File: src/shared/csw_pkg.sv
// Purpose: Constants and carrier types for the card status word encoder
// Assumes: One 250 MHz clock, synchronous active-high reset
// Notes:   Status byte values are the card's completion codes
package csw_pkg;

  localparam logic [7:0] SB1_NORMAL      = 8'h90;
  localparam logic [7:0] SB1_PROACTIVE   = 8'h91;
  localparam logic [7:0] SB1_MEMORY      = 8'h92;
  localparam logic [7:0] SB1_BUSY        = 8'h93;
  localparam logic [7:0] SB1_REFERENCE   = 8'h94;
  localparam logic [7:0] SB1_SECURITY    = 8'h98;
  localparam logic [7:0] SB1_DL_ERROR    = 8'h9E;
  localparam logic [7:0] SB1_RESP_READY  = 8'h9F;
  localparam logic [7:0] SB1_BAD_LENGTH  = 8'h67;
  localparam logic [7:0] SB1_BAD_PARAM   = 8'h6B;
  localparam logic [7:0] SB1_BAD_INSTR   = 8'h6D;
  localparam logic [7:0] SB1_BAD_CLASS   = 8'h6E;
  localparam logic [7:0] SB1_TECH_FAULT  = 8'h6F;

  localparam logic [7:0] SB2_NONE        = 8'h00;
  localparam logic [7:0] SB2_MEM_FAIL    = 8'h40;
  localparam logic [7:0] SB2_NO_FILE     = 8'h00;
  localparam logic [7:0] SB2_OUT_RANGE   = 8'h02;
  localparam logic [7:0] SB2_NOT_FOUND   = 8'h04;
  localparam logic [7:0] SB2_INCONSIST   = 8'h08;
  localparam logic [7:0] SB2_NO_CODE     = 8'h02;
  localparam logic [7:0] SB2_ACCESS      = 8'h04;
  localparam logic [7:0] SB2_CODE_STATE  = 8'h08;
  localparam logic [7:0] SB2_INVAL_STATE = 8'h10;
  localparam logic [7:0] SB2_BLOCKED     = 8'h40;
  localparam logic [7:0] SB2_MAX_VALUE   = 8'h50;

  localparam int RETRY_POS = 0;
  localparam int RETRY_W   = 4;

  // Outcome classes reported by the command engine
  typedef enum logic [4:0] {
    CSW_OK, CSW_RESP_READY, CSW_DL_ERROR, CSW_BUSY, CSW_RETRIED, CSW_MEM_FAIL,
    CSW_NO_FILE, CSW_OUT_RANGE, CSW_NOT_FOUND, CSW_INCONSIST,
    CSW_NO_CODE, CSW_ACCESS, CSW_CODE_FAIL_LEFT, CSW_CODE_FAIL_NONE,
    CSW_CODE_BLOCKED, CSW_CODE_STATE, CSW_INVAL_STATE, CSW_MAX_VALUE,
    CSW_BAD_LENGTH, CSW_BAD_PARAM, CSW_RECORD_RANGE, CSW_BAD_INSTR,
    CSW_BAD_CLASS, CSW_TECH_FAULT
  } csw_outcome_e;

  typedef enum logic [1:0] {
    CSW_CMD_OTHER, CSW_CMD_SEARCH1, CSW_CMD_SEARCH2, CSW_CMD_RETRIEVE
  } csw_cmd_e;

  typedef struct packed {
    csw_outcome_e outcome;
    csw_cmd_e     cmd;
    logic [7:0]   length;
    logic [3:0]   retries;
    logic         proactive;
  } csw_req_s;

  typedef enum logic [1:0] {CSW_IDLE, CSW_SEND1, CSW_SEND2} csw_state_e;

endpackage

File: src/core/csw_encoder.sv
// Purpose: Encode the two status bytes closing each command exchange
// Assumes: Requests synchronous to CLOCK; command engine waits for done
// Notes:   Toolkit-only codes fall back to plain codes when unsupported
//
// Functional notes
// - Normal completion with nothing pending gives 90 00.
// - Normal completion with proactive command pending gives 91 and length.
// - Failed download with response data gives 9E and length.
// - Response data waiting for retrieval gives 9F and length.
// - Busy toolkit gives 93 00; later commands still accepted.
// - Retried memory update gives 92 0X; memory failure gives 92 40.
// - File referencing errors give 94 with 00, 02, 04 or 08.
// - Access, remaining-attempt code failure, authentication give 98 04; no code 98 02.
// - Code failure with no attempts left or blocked code gives 98 40.
// - Holder-code state conflict 98 08; invalidation state conflict 98 10.
// - Increase beyond maximum is skipped and gives 98 50.
// - Older cards may give access failure after repeated code failures.
// - Wrong length parameter gives 67 with correct length or 00.
// - Bad parameter 6B, bad instruction 6D, bad class 6E, fault 6F, all 00.
// - Record out of range gives 94 02 instead of 6B.
// - Toolkit-only codes need toolkit support on card and terminal.
// - Proactive code after type 2 search only on the retrieval that follows.
// - Retrieval not directly following its command gives technical fault.
`timescale 1ns/1ps
module csw_encoder
  import csw_pkg::*;
(
  // Clock and reset
  input  wire logic            CLOCK,
  input  wire logic            SYS_RST,
  // Toolkit capability
  input  wire logic            CARD_TOOLKIT,
  input  wire logic            TERM_TOOLKIT,
  // Completion request from the command engine
  input  wire logic            REQ_VALID,
  output      logic            REQ_READY,
  input  wire csw_pkg::csw_req_s REQ,
  // Byte stream towards the terminal, and done pulse to the command engine
  output      logic            TX_VALID,
  input  wire logic            TX_READY,
  output      logic [7:0]      TX_BYTE,
  output      logic            TX_LAST,
  output      logic            DONE
);
  import csw_pkg::*;

  typedef struct packed {
    csw_state_e state;
    logic [7:0] first_status_byte;
    logic [7:0] second_status_byte;
    logic       resp_pending;
    logic       search2_pending;
    logic [7:0] byte_out;
    logic       last;
    logic       done;
  } csw_state_s;

  csw_state_s r;
  csw_state_s next_r;

  logic       toolkit_ok;
  logic [7:0] sb1;
  logic [7:0] sb2;
  logic       take;
  logic       retrieve_ok;

  assign toolkit_ok  = CARD_TOOLKIT & TERM_TOOLKIT;
  assign take        = REQ_VALID & REQ_READY;
  // Retrieval only valid straight after a command that left data
  assign retrieve_ok = r.resp_pending;

  always_comb begin
    sb1 = SB1_NORMAL;
    sb2 = SB2_NONE;
    if (REQ.cmd == CSW_CMD_RETRIEVE && !retrieve_ok) begin
      sb1 = SB1_TECH_FAULT;
      sb2 = SB2_NONE;
    end else begin
      case (REQ.outcome)
        CSW_OK: begin
          // Proactive code suppressed directly after a type 2 search
          if (REQ.proactive && toolkit_ok && REQ.cmd != CSW_CMD_SEARCH2) begin
            sb1 = SB1_PROACTIVE;
            sb2 = REQ.length;
          end else begin
            sb1 = SB1_NORMAL;
            sb2 = SB2_NONE;
          end
        end
        CSW_RESP_READY: begin
          sb1 = SB1_RESP_READY;
          sb2 = REQ.length;
        end
        CSW_DL_ERROR: begin
          // Without toolkit the plain response-ready code is the closest
          sb1 = toolkit_ok ? SB1_DL_ERROR : SB1_RESP_READY;
          sb2 = REQ.length;
        end
        CSW_BUSY: begin
          sb1 = toolkit_ok ? SB1_BUSY : SB1_TECH_FAULT;
          sb2 = SB2_NONE;
        end
        CSW_RETRIED: begin
          sb1 = SB1_MEMORY;
          sb2 = SB2_NONE;
          sb2[RETRY_POS +: RETRY_W] = REQ.retries;
        end
        CSW_MEM_FAIL: begin
          sb1 = SB1_MEMORY;
          sb2 = SB2_MEM_FAIL;
        end
        CSW_NO_FILE: begin
          sb1 = SB1_REFERENCE;
          sb2 = SB2_NO_FILE;
        end
        CSW_OUT_RANGE, CSW_RECORD_RANGE: begin
          sb1 = SB1_REFERENCE;
          sb2 = SB2_OUT_RANGE;
        end
        CSW_NOT_FOUND: begin
          sb1 = SB1_REFERENCE;
          sb2 = SB2_NOT_FOUND;
        end
        CSW_INCONSIST: begin
          sb1 = SB1_REFERENCE;
          sb2 = SB2_INCONSIST;
        end
        CSW_NO_CODE: begin
          sb1 = SB1_SECURITY;
          sb2 = SB2_NO_CODE;
        end
        CSW_ACCESS, CSW_CODE_FAIL_LEFT: begin
          // Older engines may map exhausted counts here too
          sb1 = SB1_SECURITY;
          sb2 = SB2_ACCESS;
        end
        CSW_CODE_FAIL_NONE, CSW_CODE_BLOCKED: begin
          sb1 = SB1_SECURITY;
          sb2 = SB2_BLOCKED;
        end
        CSW_CODE_STATE: begin
          sb1 = SB1_SECURITY;
          sb2 = SB2_CODE_STATE;
        end
        CSW_INVAL_STATE: begin
          sb1 = SB1_SECURITY;
          sb2 = SB2_INVAL_STATE;
        end
        CSW_MAX_VALUE: begin
          sb1 = SB1_SECURITY;
          sb2 = SB2_MAX_VALUE;
        end
        CSW_BAD_LENGTH: begin
          sb1 = SB1_BAD_LENGTH;
          sb2 = REQ.length;
        end
        CSW_BAD_PARAM: begin
          sb1 = SB1_BAD_PARAM;
          sb2 = SB2_NONE;
        end
        CSW_BAD_INSTR: begin
          sb1 = SB1_BAD_INSTR;
          sb2 = SB2_NONE;
        end
        CSW_BAD_CLASS: begin
          sb1 = SB1_BAD_CLASS;
          sb2 = SB2_NONE;
        end
        default: begin
          sb1 = SB1_TECH_FAULT;
          sb2 = SB2_NONE;
        end
      endcase
    end
  end

  always_comb begin
    next_r      = r;
    next_r.done = 1'b0;
    case (r.state)
      CSW_IDLE: begin
        if (take) begin
          next_r.first_status_byte  = sb1;
          next_r.second_status_byte = sb2;
          // Type 2 search holds its proactive note for the retrieval
          if (REQ.cmd == CSW_CMD_RETRIEVE && retrieve_ok && r.search2_pending && toolkit_ok
              && REQ.outcome == CSW_OK) begin
            next_r.first_status_byte  = SB1_PROACTIVE;
            next_r.second_status_byte = REQ.length;
          end
          next_r.resp_pending    = (REQ.outcome == CSW_RESP_READY) ||
                                   (REQ.outcome == CSW_DL_ERROR);
          next_r.search2_pending = (REQ.cmd == CSW_CMD_SEARCH2) && REQ.proactive;
          next_r.byte_out        = sb1;
          next_r.last            = 1'b0;
          next_r.state           = CSW_SEND1;
          if (REQ.cmd == CSW_CMD_RETRIEVE && retrieve_ok && r.search2_pending && toolkit_ok
              && REQ.outcome == CSW_OK) begin
            next_r.byte_out = SB1_PROACTIVE;
          end
        end
      end
      CSW_SEND1: begin
        if (TX_READY) begin
          next_r.byte_out = r.second_status_byte;
          next_r.last     = 1'b1;
          next_r.state    = CSW_SEND2;
        end
      end
      CSW_SEND2: begin
        if (TX_READY) begin
          next_r.last  = 1'b0;
          next_r.done  = 1'b1;
          next_r.state = CSW_IDLE;
        end
      end
      default: next_r.state = CSW_IDLE;
    endcase
  end

  always_ff @(posedge CLOCK) begin
    if (SYS_RST) begin
      r <= '0;
    end else begin
      r <= next_r;
    end
  end

  assign REQ_READY = (r.state == CSW_IDLE);
  assign TX_VALID  = (r.state != CSW_IDLE);
  assign TX_BYTE   = r.byte_out;
  assign TX_LAST   = r.last;
  assign DONE      = r.done;
endmodule

File: config.mk
export PLATFORM = sky130hd
export DESIGN_NAME = csw_encoder
export DESIGN_NICKNAME = d
export VERILOG_FILES = /design/src/shared/csw_pkg.sv /design/src/core/csw_encoder.sv
export SDC_FILE = /design/constraint.sdc
export NUM_CORES = 1
export LEC_CHECK = 0
export ABC_AREA = 1
export BUFFER_PORTS_ARGS = -buffer_cell sky130_fd_sc_hd__buf_2
export CAP_MARGIN = 15
export CELL_PAD_IN_SITES_DETAIL_PLACEMENT = 1
export CELL_PAD_IN_SITES_GLOBAL_PLACEMENT = 2
export CORE_MARGIN = 4
export CORE_UTILIZATION = 27
export CTS_CLUSTER_SIZE = 24
export DETAILED_ROUTE_END_ITERATION = 6
export PLACE_DENSITY = 0.86
export SYNTH_ARGS = -nofsm -noshare
export SYNTH_HDL_FRONTEND = slang
export SYNTH_SLANG_ARGS = --single-unit
File: constraint.sdc
create_clock -name CLOCK -period 1.7 [get_ports CLOCK]
set_clock_uncertainty 0.05 [all_clocks]
set_input_delay 0.255 -clock CLOCK [delete_from_list [all_inputs] [get_ports CLOCK]]
set_output_delay 0.255 -clock CLOCK [all_outputs]
set_load 0.01 [all_outputs]
==> qor.csv, run 1 <==
stage,metric,value,unit
critical_path,cp_slowest_cell,dfxtp_1,
clock_network,hold_buffers,0,
place,dp_hpwl,4328,um
clock_network,htreeDepth,1,
sta,max_freq,0.6555,GHz
clock_network,post-cts-setup-buffers,0,
logic_synthesis,netlist_area,1649,um2
final_layout,multi_input_area,988.4,um2
place,place_congestion,0.8505,
critical_path,slowest_delay,0.40,ns
grt,grt_overflow,0,
place,port_buffers,37,
critical_path,cp-end-kind,flip-flop,
critical_path,cp_max_fo,10,
critical_path,critPathKind,flip-flop to flip-flop,
sta,rsz0062_at_grt,false,
route,ant_nets,0,
logic_synthesis,muxShareOfSynthArea,0,%
critical_path,critPathRequiredTime,1.86,ns
grt,grt_pass1_wl,8970,um
die,core_area,5921,um2
logic_synthesis,synth.distinct_cells,26,
grt,grt_pass1_vias,1915,
clock_network,cts_tree,built,
run,max_cap_viol_count,0,
logic_synthesis,ys.flop_type,dfxtp_1,
final_layout,regArea,440.4,um2
final_layout,area_growth,19.27,%
logic_synthesis,synth_edf_count,0,
sta,period_needed,1.525,ns
final_layout,final_common_cell,nand2_1,
sta,setup_violations,0,
logic_synthesis,synth_nets,301,
sta,final_max_slew_viol_count,0,
sta,holdWs,0.2257,ns
route,via_per_inst,4.870,
clock_network,clkSinkCount,22,
place,dp_cells,381,
route,drc_errors,0,
route,avgRoutedWirePerCell,13.62,um
critical_path,crit_chain,inv_1 -> nor2_1 -> nand3_1 -> nor2_2 -> inv_2 -> o21ai_0 -> nand2_1 -> a21oi_1,
die,initial_core_util,27.85,%
route,drt_iter0_markers,66,
logic_synthesis,synthCells,275,
power,irDropWorstVdd,283.0,uV
route,totalWireLength,5245,um
route,vias,1875,
die,num_io_pins,38,
final_layout,final_cell_mix,"nand2_1 (74), nand3_1 (38), buf_2 (37)",
power,design_power_total,1.338,mW
grt,grt_antenna_before_repair,0,
critical_path,worstSetupStartpointType,flip-flop,
final_layout,final_cells,385,
die,dieArea,7422,um2
logic_synthesis,synthArstFlopShare,0,%
clock_network,cts_buffers,3,
clock_network,cts_resized,0,
sta,fin_crit_sh,89.73,%
logic_synthesis,ys_seq_area_share,26.71,%
route,first_pass_iters,4,
die,core.rowCount,28,
final_layout,drive_gt1_share,23.87,%
clock_network,clock_path_buffers,2,
power,leakagePower,0.9638,nW
die,fp.dieW,86.15,um
logic_synthesis,synth_top_family_by_area,simple AND/OR/NAND/NOR gates,
logic_synthesis,ys.warnings.count,0,
logic_synthesis,synth-xor-area-share,0,%
clock_network,clock_latency,0.27,ns
sta,setup_ws,0.1745,ns
place,pre_cts_slack,-0.04356,ns
final_layout,num_antenna_cells,0,
sta,tightest_slew,0.3701,ns
logic_synthesis,synth_fa_ha_area_share,0,%
die,dieHeight,86.15,um
clock_network,clkSlewWorstSetupHoldPaths,0.08,ns
power,p_per_area,680.1,nW/um2
logic_synthesis,ys_ff_latch,22,
critical_path,crit_arrival,1.68,ns
grt,grt_max_degree,18,
clock_network,clk_root_buffer_cell,clkbuf_8,
worst_hold_path,hold_path_class,primary input to flip-flop,
logic_synthesis,synth_compound_area_share,16.16,%
sta,finalHoldViolations,0,
logic_synthesis,syn_area_per_cell,5.997,um2
sta,slew_headroom,75.24,%
final_layout,fin_nets,337,
status,status,completed,
logic_synthesis,synthSimpleGateAreaFrac,43.78,%
final_layout,fill_cells,820,
grt,grt_use_total,14.98,%
sta,tns,0,ns
==> registers in the layout, indices dropped and copies added, names as in the netlist <==
signal and cells:
r 11, TX_BYTE 8, DONE 1, TX_LAST 1, retrieve_ok 1
==> stage by stage <==
| step | utilization (%) | cell area (um2) |
|---|---|---|
| 5_1_grt | 33.22 | 1967 |
| 3_3_place_gp | 32.23 | 1908 |
| 6_report | 33.22 | 1967 |
| 3_5_place_dp | 32.23 | 1908 |
| 2_1_floorplan | - | 1649 |
| 4_1_cts | 33.16 | 1963 |
==> cells in the mapped netlist, drive strengths merged, types with 2 or more instances <==
| cell type | n | area, um2 |
|---|---|---|
| inv | 32 | 120.1 |
| nor2 | 28 | 135.1 |
| o21ai | 19 | 95.09 |
| dfxtp | 22 | 440.4 |
| a21oi | 27 | 150.1 |
| nor3 | 2 | 10.01 |
| nand3 | 39 | 200.2 |
| nand2 | 77 | 296.5 |
| nor3b | 2 | 15.01 |
| buf | 12 | 88.83 |
| nand3b | 2 | 15.01 |
| nand4 | 6 | 43.79 |
| clkbuf | 3 | 11.26 |
==> critical path: cells and delay by family, from the launching register on <==
family,cells,cell delay [ns]
AO/OA/AOI/OAI,2,0.34
AND/OR/NAND/NOR,4,0.46
buffers and inverters,2,0.21
flip-flops,1,0.40
==> layer usage <==
metal	GRT usage, %	part of all wire (%)
met3	2.882	4.8
met2	24.60	47
met5	0	0
met4	1.727	0.38
met1	20.88	48
==> logic make-up after synthesis <==
| family | Yosys count |
|---|---|
| flops | 22 |
| compound gates | 49 |
| buf+inv | 47 |
| simple gates | 157 |
==> power breakdown <==
part | total [mW] | switching (mW) | internal, mW
Combinational | 0.382 | 0.242 | 0.140
Clock | 0.381 | 0.174 | 0.207
Sequential | 0.575 | 0.0212 | 0.553
Total | 1.34 | 0.438 | 0.900
==> path summary, 6_finish.rpt <==
check	start	cells after the start	end	slack, ns
worst max-delay path	retrieve_ok	8	r[19]	0.17
worst min-delay path	TX_READY	3	DONE	0.23
worst min register to register	r[12]	2	r[12]	0.42
worst max register to register	retrieve_ok	8	r[19]	0.17
==> layout make-up <==
| type | instances | share of cell area, % |
|---|---|---|
| Inverter | 32 | 6.298 |
| Tap cell | 75 | 4.771 |
| Clock buffer | 4 | 2.799 |
| Multi-Input combinational cell | 206 | 50.25 |
| Sequential cell | 22 | 22.39 |
| Timing Repair Buffer | 46 | 13.49 |
No activity file was read; power rests on OpenSTA's default activity.
==> run 2, diff against run 1 <==
Settings changed: CELL_PAD_IN_SITES_GLOBAL_PLACEMENT 2 to 1, CORE_UTILIZATION 27 to 36, PLACE_DENSITY 0.86 to 0.87, RECOVER_POWER set to 25.
==> run 2 against run 1 <==
Net effect:
- sequential share of layout area shrank 0.20 points
- total power up 8.6%
- maximum frequency is 1.8% higher
- largest cell class unchanged
- cell count shrank 4.4%
- worst setup slack gained 0.027 ns
- critical path depth stayed put
- sequential cell count stayed put
- clock power increased by 27%
==> qor.csv, run 2 (same netlist as run 1, synthesis figures left out) <==
stage,metric,value,unit
die,num_io_pins,38,
grt,grt_use_total,19.85,%
sta,fin_crit_sh,88.12,%
final_layout,fin_nets,343,
clock_network,clkSlewWorstSetupHoldPaths,0.08,ns
final_layout,final_cell_mix,"nand2_1 (73), nand3_1 (38), buf_2 (31)",
die,dieHeight,75.68,um
final_layout,area_growth,20.33,%
critical_path,r2r_end,TX_BYTE[0],
sta,max_freq,0.6675,GHz
place,place_congestion,0.9371,
route,drt_iter0_markers,105,
grt,grt_antenna_before_repair,0,
route,drc_errors,0,
worst_hold_path,min_to,DONE,
sta,slew_headroom,77.26,%
grt,grt_overflow,0,
clock_network,hold_buffers,0,
critical_path,critPathRequiredTime,1.79,ns
final_layout,drive_gt1_share,23.42,%
route,via_per_inst,5.247,
die,initial_core_util,37.61,%
route,first_pass_iters,4,
final_layout,final_cells,368,
clock_network,htreeDepth,1,
critical_path,r2r_slack,0.20,ns
sta,tns,0,ns
status,status,completed,
place,dp_hpwl,4209,um
grt,grt_pass1_wl,8921,um
sta,setup_violations,0,
clock_network,cts_buffers,3,
clock_network,cts_tree,built,
final_layout,top_register,r,
power,irDropWorstVdd,307.8,uV
clock_network,clock_path_buffers,2,
worst_hold_path,min_from,TX_READY,
final_layout,num_antenna_cells,0,
final_layout,stdcell_area,1984,um2
critical_path,cp-end-kind,flip-flop,
route,vias,1931,
die,dieArea,5727,um2
critical_path,crit_arrival,1.59,ns
clock_network,clk_root_buffer_cell,clkbuf_8,
sta,finalHoldViolations,0,
final_layout,largest_reg_flops,11,
power,p_per_area,732.4,nW/um2
grt,grt_max_degree,18,
route,avgRoutedWirePerCell,14.38,um
place,port_buffers,37,
sta,period_needed,1.498,ns
place,pre_cts_slack,0.02295,ns
die,fp.dieW,75.68,um
clock_network,clkSinkCount,22,
worst_hold_path,whs_path_depth,3,
critical_path,worstRegToRegCells,8,
die,core.rowCount,24,
sta,setup_ws,0.2020,ns
route,ant_nets,0,
die,core_area,4384,um2
route,totalWireLength,5292,um
critical_path,critPathKind,flip-flop to flip-flop,
final_layout,final_common_cell,nand2_1,
place,placed_cell_area,1889,um2
critical_path,worstSetupStartpointType,flip-flop,
clock_network,clock_latency,0.26,ns
critical_path,worstReg2RegStart,r[29],
sta,final_max_slew_viol_count,0,
power,leakagePower,0.9746,nW
sta,rsz0062_at_grt,false,
final_layout,fill_cells,628,
grt,grt_pass1_vias,1922,
critical_path,cp_max_fo,11,
place,dp_cells,361,
sta,tightest_slew,0.3407,ns
final_layout,utilization,45.26,%
run,max_cap_viol_count,0,
worst_hold_path,hold_path_class,primary input to flip-flop,
run 2: changes by cell type in the layout (fill, tap and decap cells not counted):
cell,before,now
buf_4,8,15
buf_2,37,31
clkbuf_1,0,6
buf_12,1,0
bufinv_16,0,1
clkbuf_8,4,3
nand2_1,74,73
nand2_4,0,1
nor2_1,18,19
nor2_2,9,8
run 2: worst max path at each step:
| stage | from | slack, ns | to | depth (start not counted) |
|---|---|---|---|---|
| 3_3_place_gp | REQ[18] | 0.06 | r[18] | 10 |
| 5_1_grt | REQ[18] | 0.05 | r[17] | 9 |
| 6_report | r[29] | 0.20 | TX_BYTE[0] | 8 |
| 2_1_floorplan | r[29] | 0.33 | TX_BYTE[0] | 8 |
| 3_5_place_dp | REQ[18] | 0.02 | r[18] | 10 |
| 4_1_cts | r[29] | 0.08 | TX_BYTE[3] | 6 |
run 2: through the flow:
step	hold slack, ns	power [mW]
after global routing	0.2360	1.548
after CTS	0.2325	1.447
after detailed placement	0.4204	0.9577
after floorplan	0.2741	0.8441
after global placement	0.4058	0.9449
final	0.2322	1.453
run 2: critical path, stage by stage, from the launching register on:
cell     delay (ns)
dfxtp_1        0.34
nor2_1         0.19
nand2_1        0.23
nand2_4        0.19
inv_1          0.12
nand2_1        0.09
nand2_1        0.05
inv_1          0.06
a21oi_2        0.05
run 2: metal layers:
metal  vias up  GRT usage, %  share of wire [%]
met2        34         33.56                 48
met3         6         1.583                2.8
met1       917         27.43                 48
met5         -             0                  0
li1        974             -                  -
met4         0         4.660                1.2
run 2: layout make-up:
class	instances	area, um2	share of cell area [%]
clock buffers	3	41.29	2.081
well taps	52	65.06	3.279
multi-input cells	206	993.5	50.06
repair buffers	52	290.3	14.63
inverters	32	123.9	6.242
clock inverters	1	30.03	1.513
flip-flops and latches	22	440.4	22.19
run 2: power breakdown:
part	total [mW]	leakage [nW]	switching [mW]	internal [mW]
Clock	0.485	0.0357	0.171	0.315
Combinational	0.394	0.758	0.253	0.141
Sequential	0.574	0.180	0.0208	0.554
run 2: repair_timing:
action,4_1_cts,5_1_grt
endpoints found under the setup margin,0,11
resized for setup,0,3
buffers inserted,0,3
==> run 3, diff against run 2 <==
Settings changed: ABC_AREA 1 to not set, CORE_UTILIZATION 36 to 38, SETUP_SLACK_MARGIN set to 0.4.
==> run 3 against run 2 <==
Net effect:
- non-clock buffer count increased by 27
- critical path depth fell by 2
- core utilization is 14 points higher
- critical endpoint is now r[12]
- largest cell class unchanged
==> qor.csv, run 3 <==
stage,metric,value,unit
sta,fin_crit_sh,90.31,%
logic_synthesis,synthArstFlopShare,0,%
power,irDropWorstVdd,365.5,uV
route,totalWireLength,6717,um
route,drc_errors,0,
final_layout,stdcell_area,2242,um2
power,p_per_area,641.0,nW/um2
final_layout,utilization,59.46,%
sta,setup_ws,0.1648,ns
critical_path,cp-end-kind,flip-flop,
place,dp_cells,294,
run,max_cap_viol_count,0,
final_layout,drive_gt1_share,44.83,%
sta,final_max_slew_viol_count,0,
die,num_io_pins,38,
route,drt_iter0_markers,188,
route,vias,1893,
die,dieHeight,71.28,um
logic_synthesis,ys.flop_type,dfxtp_1,
critical_path,crit_arrival,1.66,ns
clock_network,cts_tree,built,
logic_synthesis,synth_commonest_cells,"dfxtp_1 (22), nand2_1 (22), a21oi_1 (16)",
die,core.rowCount,22,
grt,grt_pass1_vias,1991,
logic_synthesis,ys.warnings.count,0,
logic_synthesis,syn_area_per_cell,7.607,um2
logic_synthesis,synthTopCellsByArea,"dfxtp_1 (29%), nand2_1 (5.4%), a21oi_1 (5.3%)",
die,core_area,3771,um2
clock_network,clock_latency,0.28,ns
sta,max_freq,0.6514,GHz
final_layout,num_antenna_cells,0,
worst_hold_path,hold_path_class,primary input to flip-flop,
final_layout,final_cell_mix,"buf_4 (33), buf_2 (27), nand2_1 (21)",
critical_path,critPathRequiredTime,1.83,ns
place,place_congestion,0.8989,
logic_synthesis,synth_nets,226,
final_layout,largest_reg_flops,11,
final_layout,top_register,r,
grt,grt_pass1_wl,10030,um
logic_synthesis,ys_ff_latch,22,
clock_network,clock_path_buffers,2,
final_layout,area_growth,47.37,%
final_layout,final_common_cell,buf_4,
critical_path,cp_max_fo,3,
logic_synthesis,netlist_area,1521,um2
grt,grt_antenna_before_repair,0,
grt,grt_use_total,24.91,%
sta,setup_violations,0,
power,leakagePower,0.8909,nW
final_layout,fin_nets,288,
final_layout,fill_cells,458,
grt,grt_max_degree,21,
grt,grt_overflow,0,
final_layout,final_cells,309,
critical_path,critPathKind,primary input to flip-flop,
route,ant_nets,0,
die,initial_core_util,40.35,%
sta,period_needed,1.535,ns
status,status,completed,
place,placed_cell_area,1894,um2
logic_synthesis,synthCells,200,
sta,finalHoldViolations,0,
sta,tightest_slew,0.3950,ns
place,port_buffers,37,
sta,slew_headroom,73.42,%
clock_network,clkSinkCount,22,
die,fp.dieW,71.28,um
die,dieArea,5080,um2
clock_network,clkSlewWorstSetupHoldPaths,0.08,ns
sta,rsz0062_at_grt,true,
clock_network,cts_buffers,3,
logic_synthesis,ys_seq_area_share,28.95,%
logic_synthesis,synth_area_leader_cell,dfxtp_1,
clock_network,htreeDepth,1,
logic_synthesis,synth.distinct_cells,50,
place,dp_hpwl,3851,um
route,first_pass_iters,4,
critical_path,worstSetupStartpointType,primary input,
clock_network,clk_root_buffer_cell,clkbuf_8,
route,avgRoutedWirePerCell,21.74,um
place,pre_cts_slack,-0.1165,ns
logic_synthesis,synth_top_area_share,28.95,%
route,via_per_inst,6.126,
power,design_power_total,1.437,mW
logic_synthesis,synth_edf_count,0,
[run 3: changes by cell type in the layout (fill, tap and decap cells not counted), moves of 6 or more]
cell	change
a21oi_1	-10
buf_4	+18
o21ai_1	+6
nand3_1	-31
nand2_1	-52
nor2_2	-7
inv_1	-24
nand2b_1	+6
buf_6	+12
a31oi_1	+7
o21ai_0	-15
nor2_1	-9
[run 3: final cells by class]
type | instances | area (um2) | area share [%]
Clock buffer | 4 | 55.05 | 2.455
Inverter | 4 | 15.01 | 0.6696
Multi-Input combinational cell | 152 | 1124 | 50.11
Sequential cell | 22 | 444.2 | 19.81
Tap cell | 48 | 60.06 | 2.679
Timing Repair Buffer | 79 | 544.3 | 24.27
[run 3: worst paths after layout]
kind | slack, ns | end | cells past startpoint | start
worst max-delay path | 0.16 | r[12] | 6 | REQ[19]
worst min-delay path | 0.14 | r[15] | 2 | REQ[8]
worst max register to register | 0.17 | r[16] | 5 | r[28]
worst min register to register | 0.45 | TX_BYTE[4] | 2 | TX_BYTE[4]
[run 3: timing repair]
| action | CTS | global route |
|---|---|---|
| setup endpoints to repair | 19 | 21 |
| setup buffers | 8 | 1 |
| gates resized for setup | 34 | 23 |
| cloned | 2 | 0 |
| pin swaps | 13 | 9 |
| hold buffers | 0 | 0 |
[run 3: critical path: stages]
cell       delay, ns
buf_6           0.09
or3_4           0.40
or3_4           0.38
o2111ai_4       0.25
o21ai_1         0.09
a31o_1          0.19
[run 3: routing by layer]
layer / global-route usage [%] / up-vias / part of all wire (%)
li1: - / 864 / -
met1: 30.87 / 909 / 42
met2: 41.63 / 97 / 47
met3: 5.330 / 23 / 7.4
met4: 10.44 / 0 / 4.2
met5: 0 / - / 0
[run 3: kinds of logic (layout without fill, tap and decap cells)]
| kind of cell | Yosys count | after routing | synth area share [%] |
|---|---|---|---|
| AND/OR/NAND/NOR | 79 | 79 | 28.37 |
| AO/OA/AOI/OAI | 71 | 71 | 32.90 |
| buffers and inverters | 26 | 87 | 8.634 |
| flip-flops | 22 | 22 | 28.95 |
| XOR/XNOR | 2 | 2 | 1.152 |
[run 3: power by group]
group	leakage (nW)	internal [mW]	switching, mW
Clock	0.0288	0.208	0.185
Sequential	0.181	0.542	0.0178
Combinational	0.681	0.216	0.270
Total	0.891	0.965	0.472
[run 3: per-stage QoR]
step / setup TNS, ns / hold WS, ns
finish: 0 / 0.1391
global route: 0 / 0.1435
CTS: 0 / 0.1369
detailed placement: -0.9930 / 0.4139
global placement: -0.5283 / 0.3987
floorplan: 0 / 0.3392
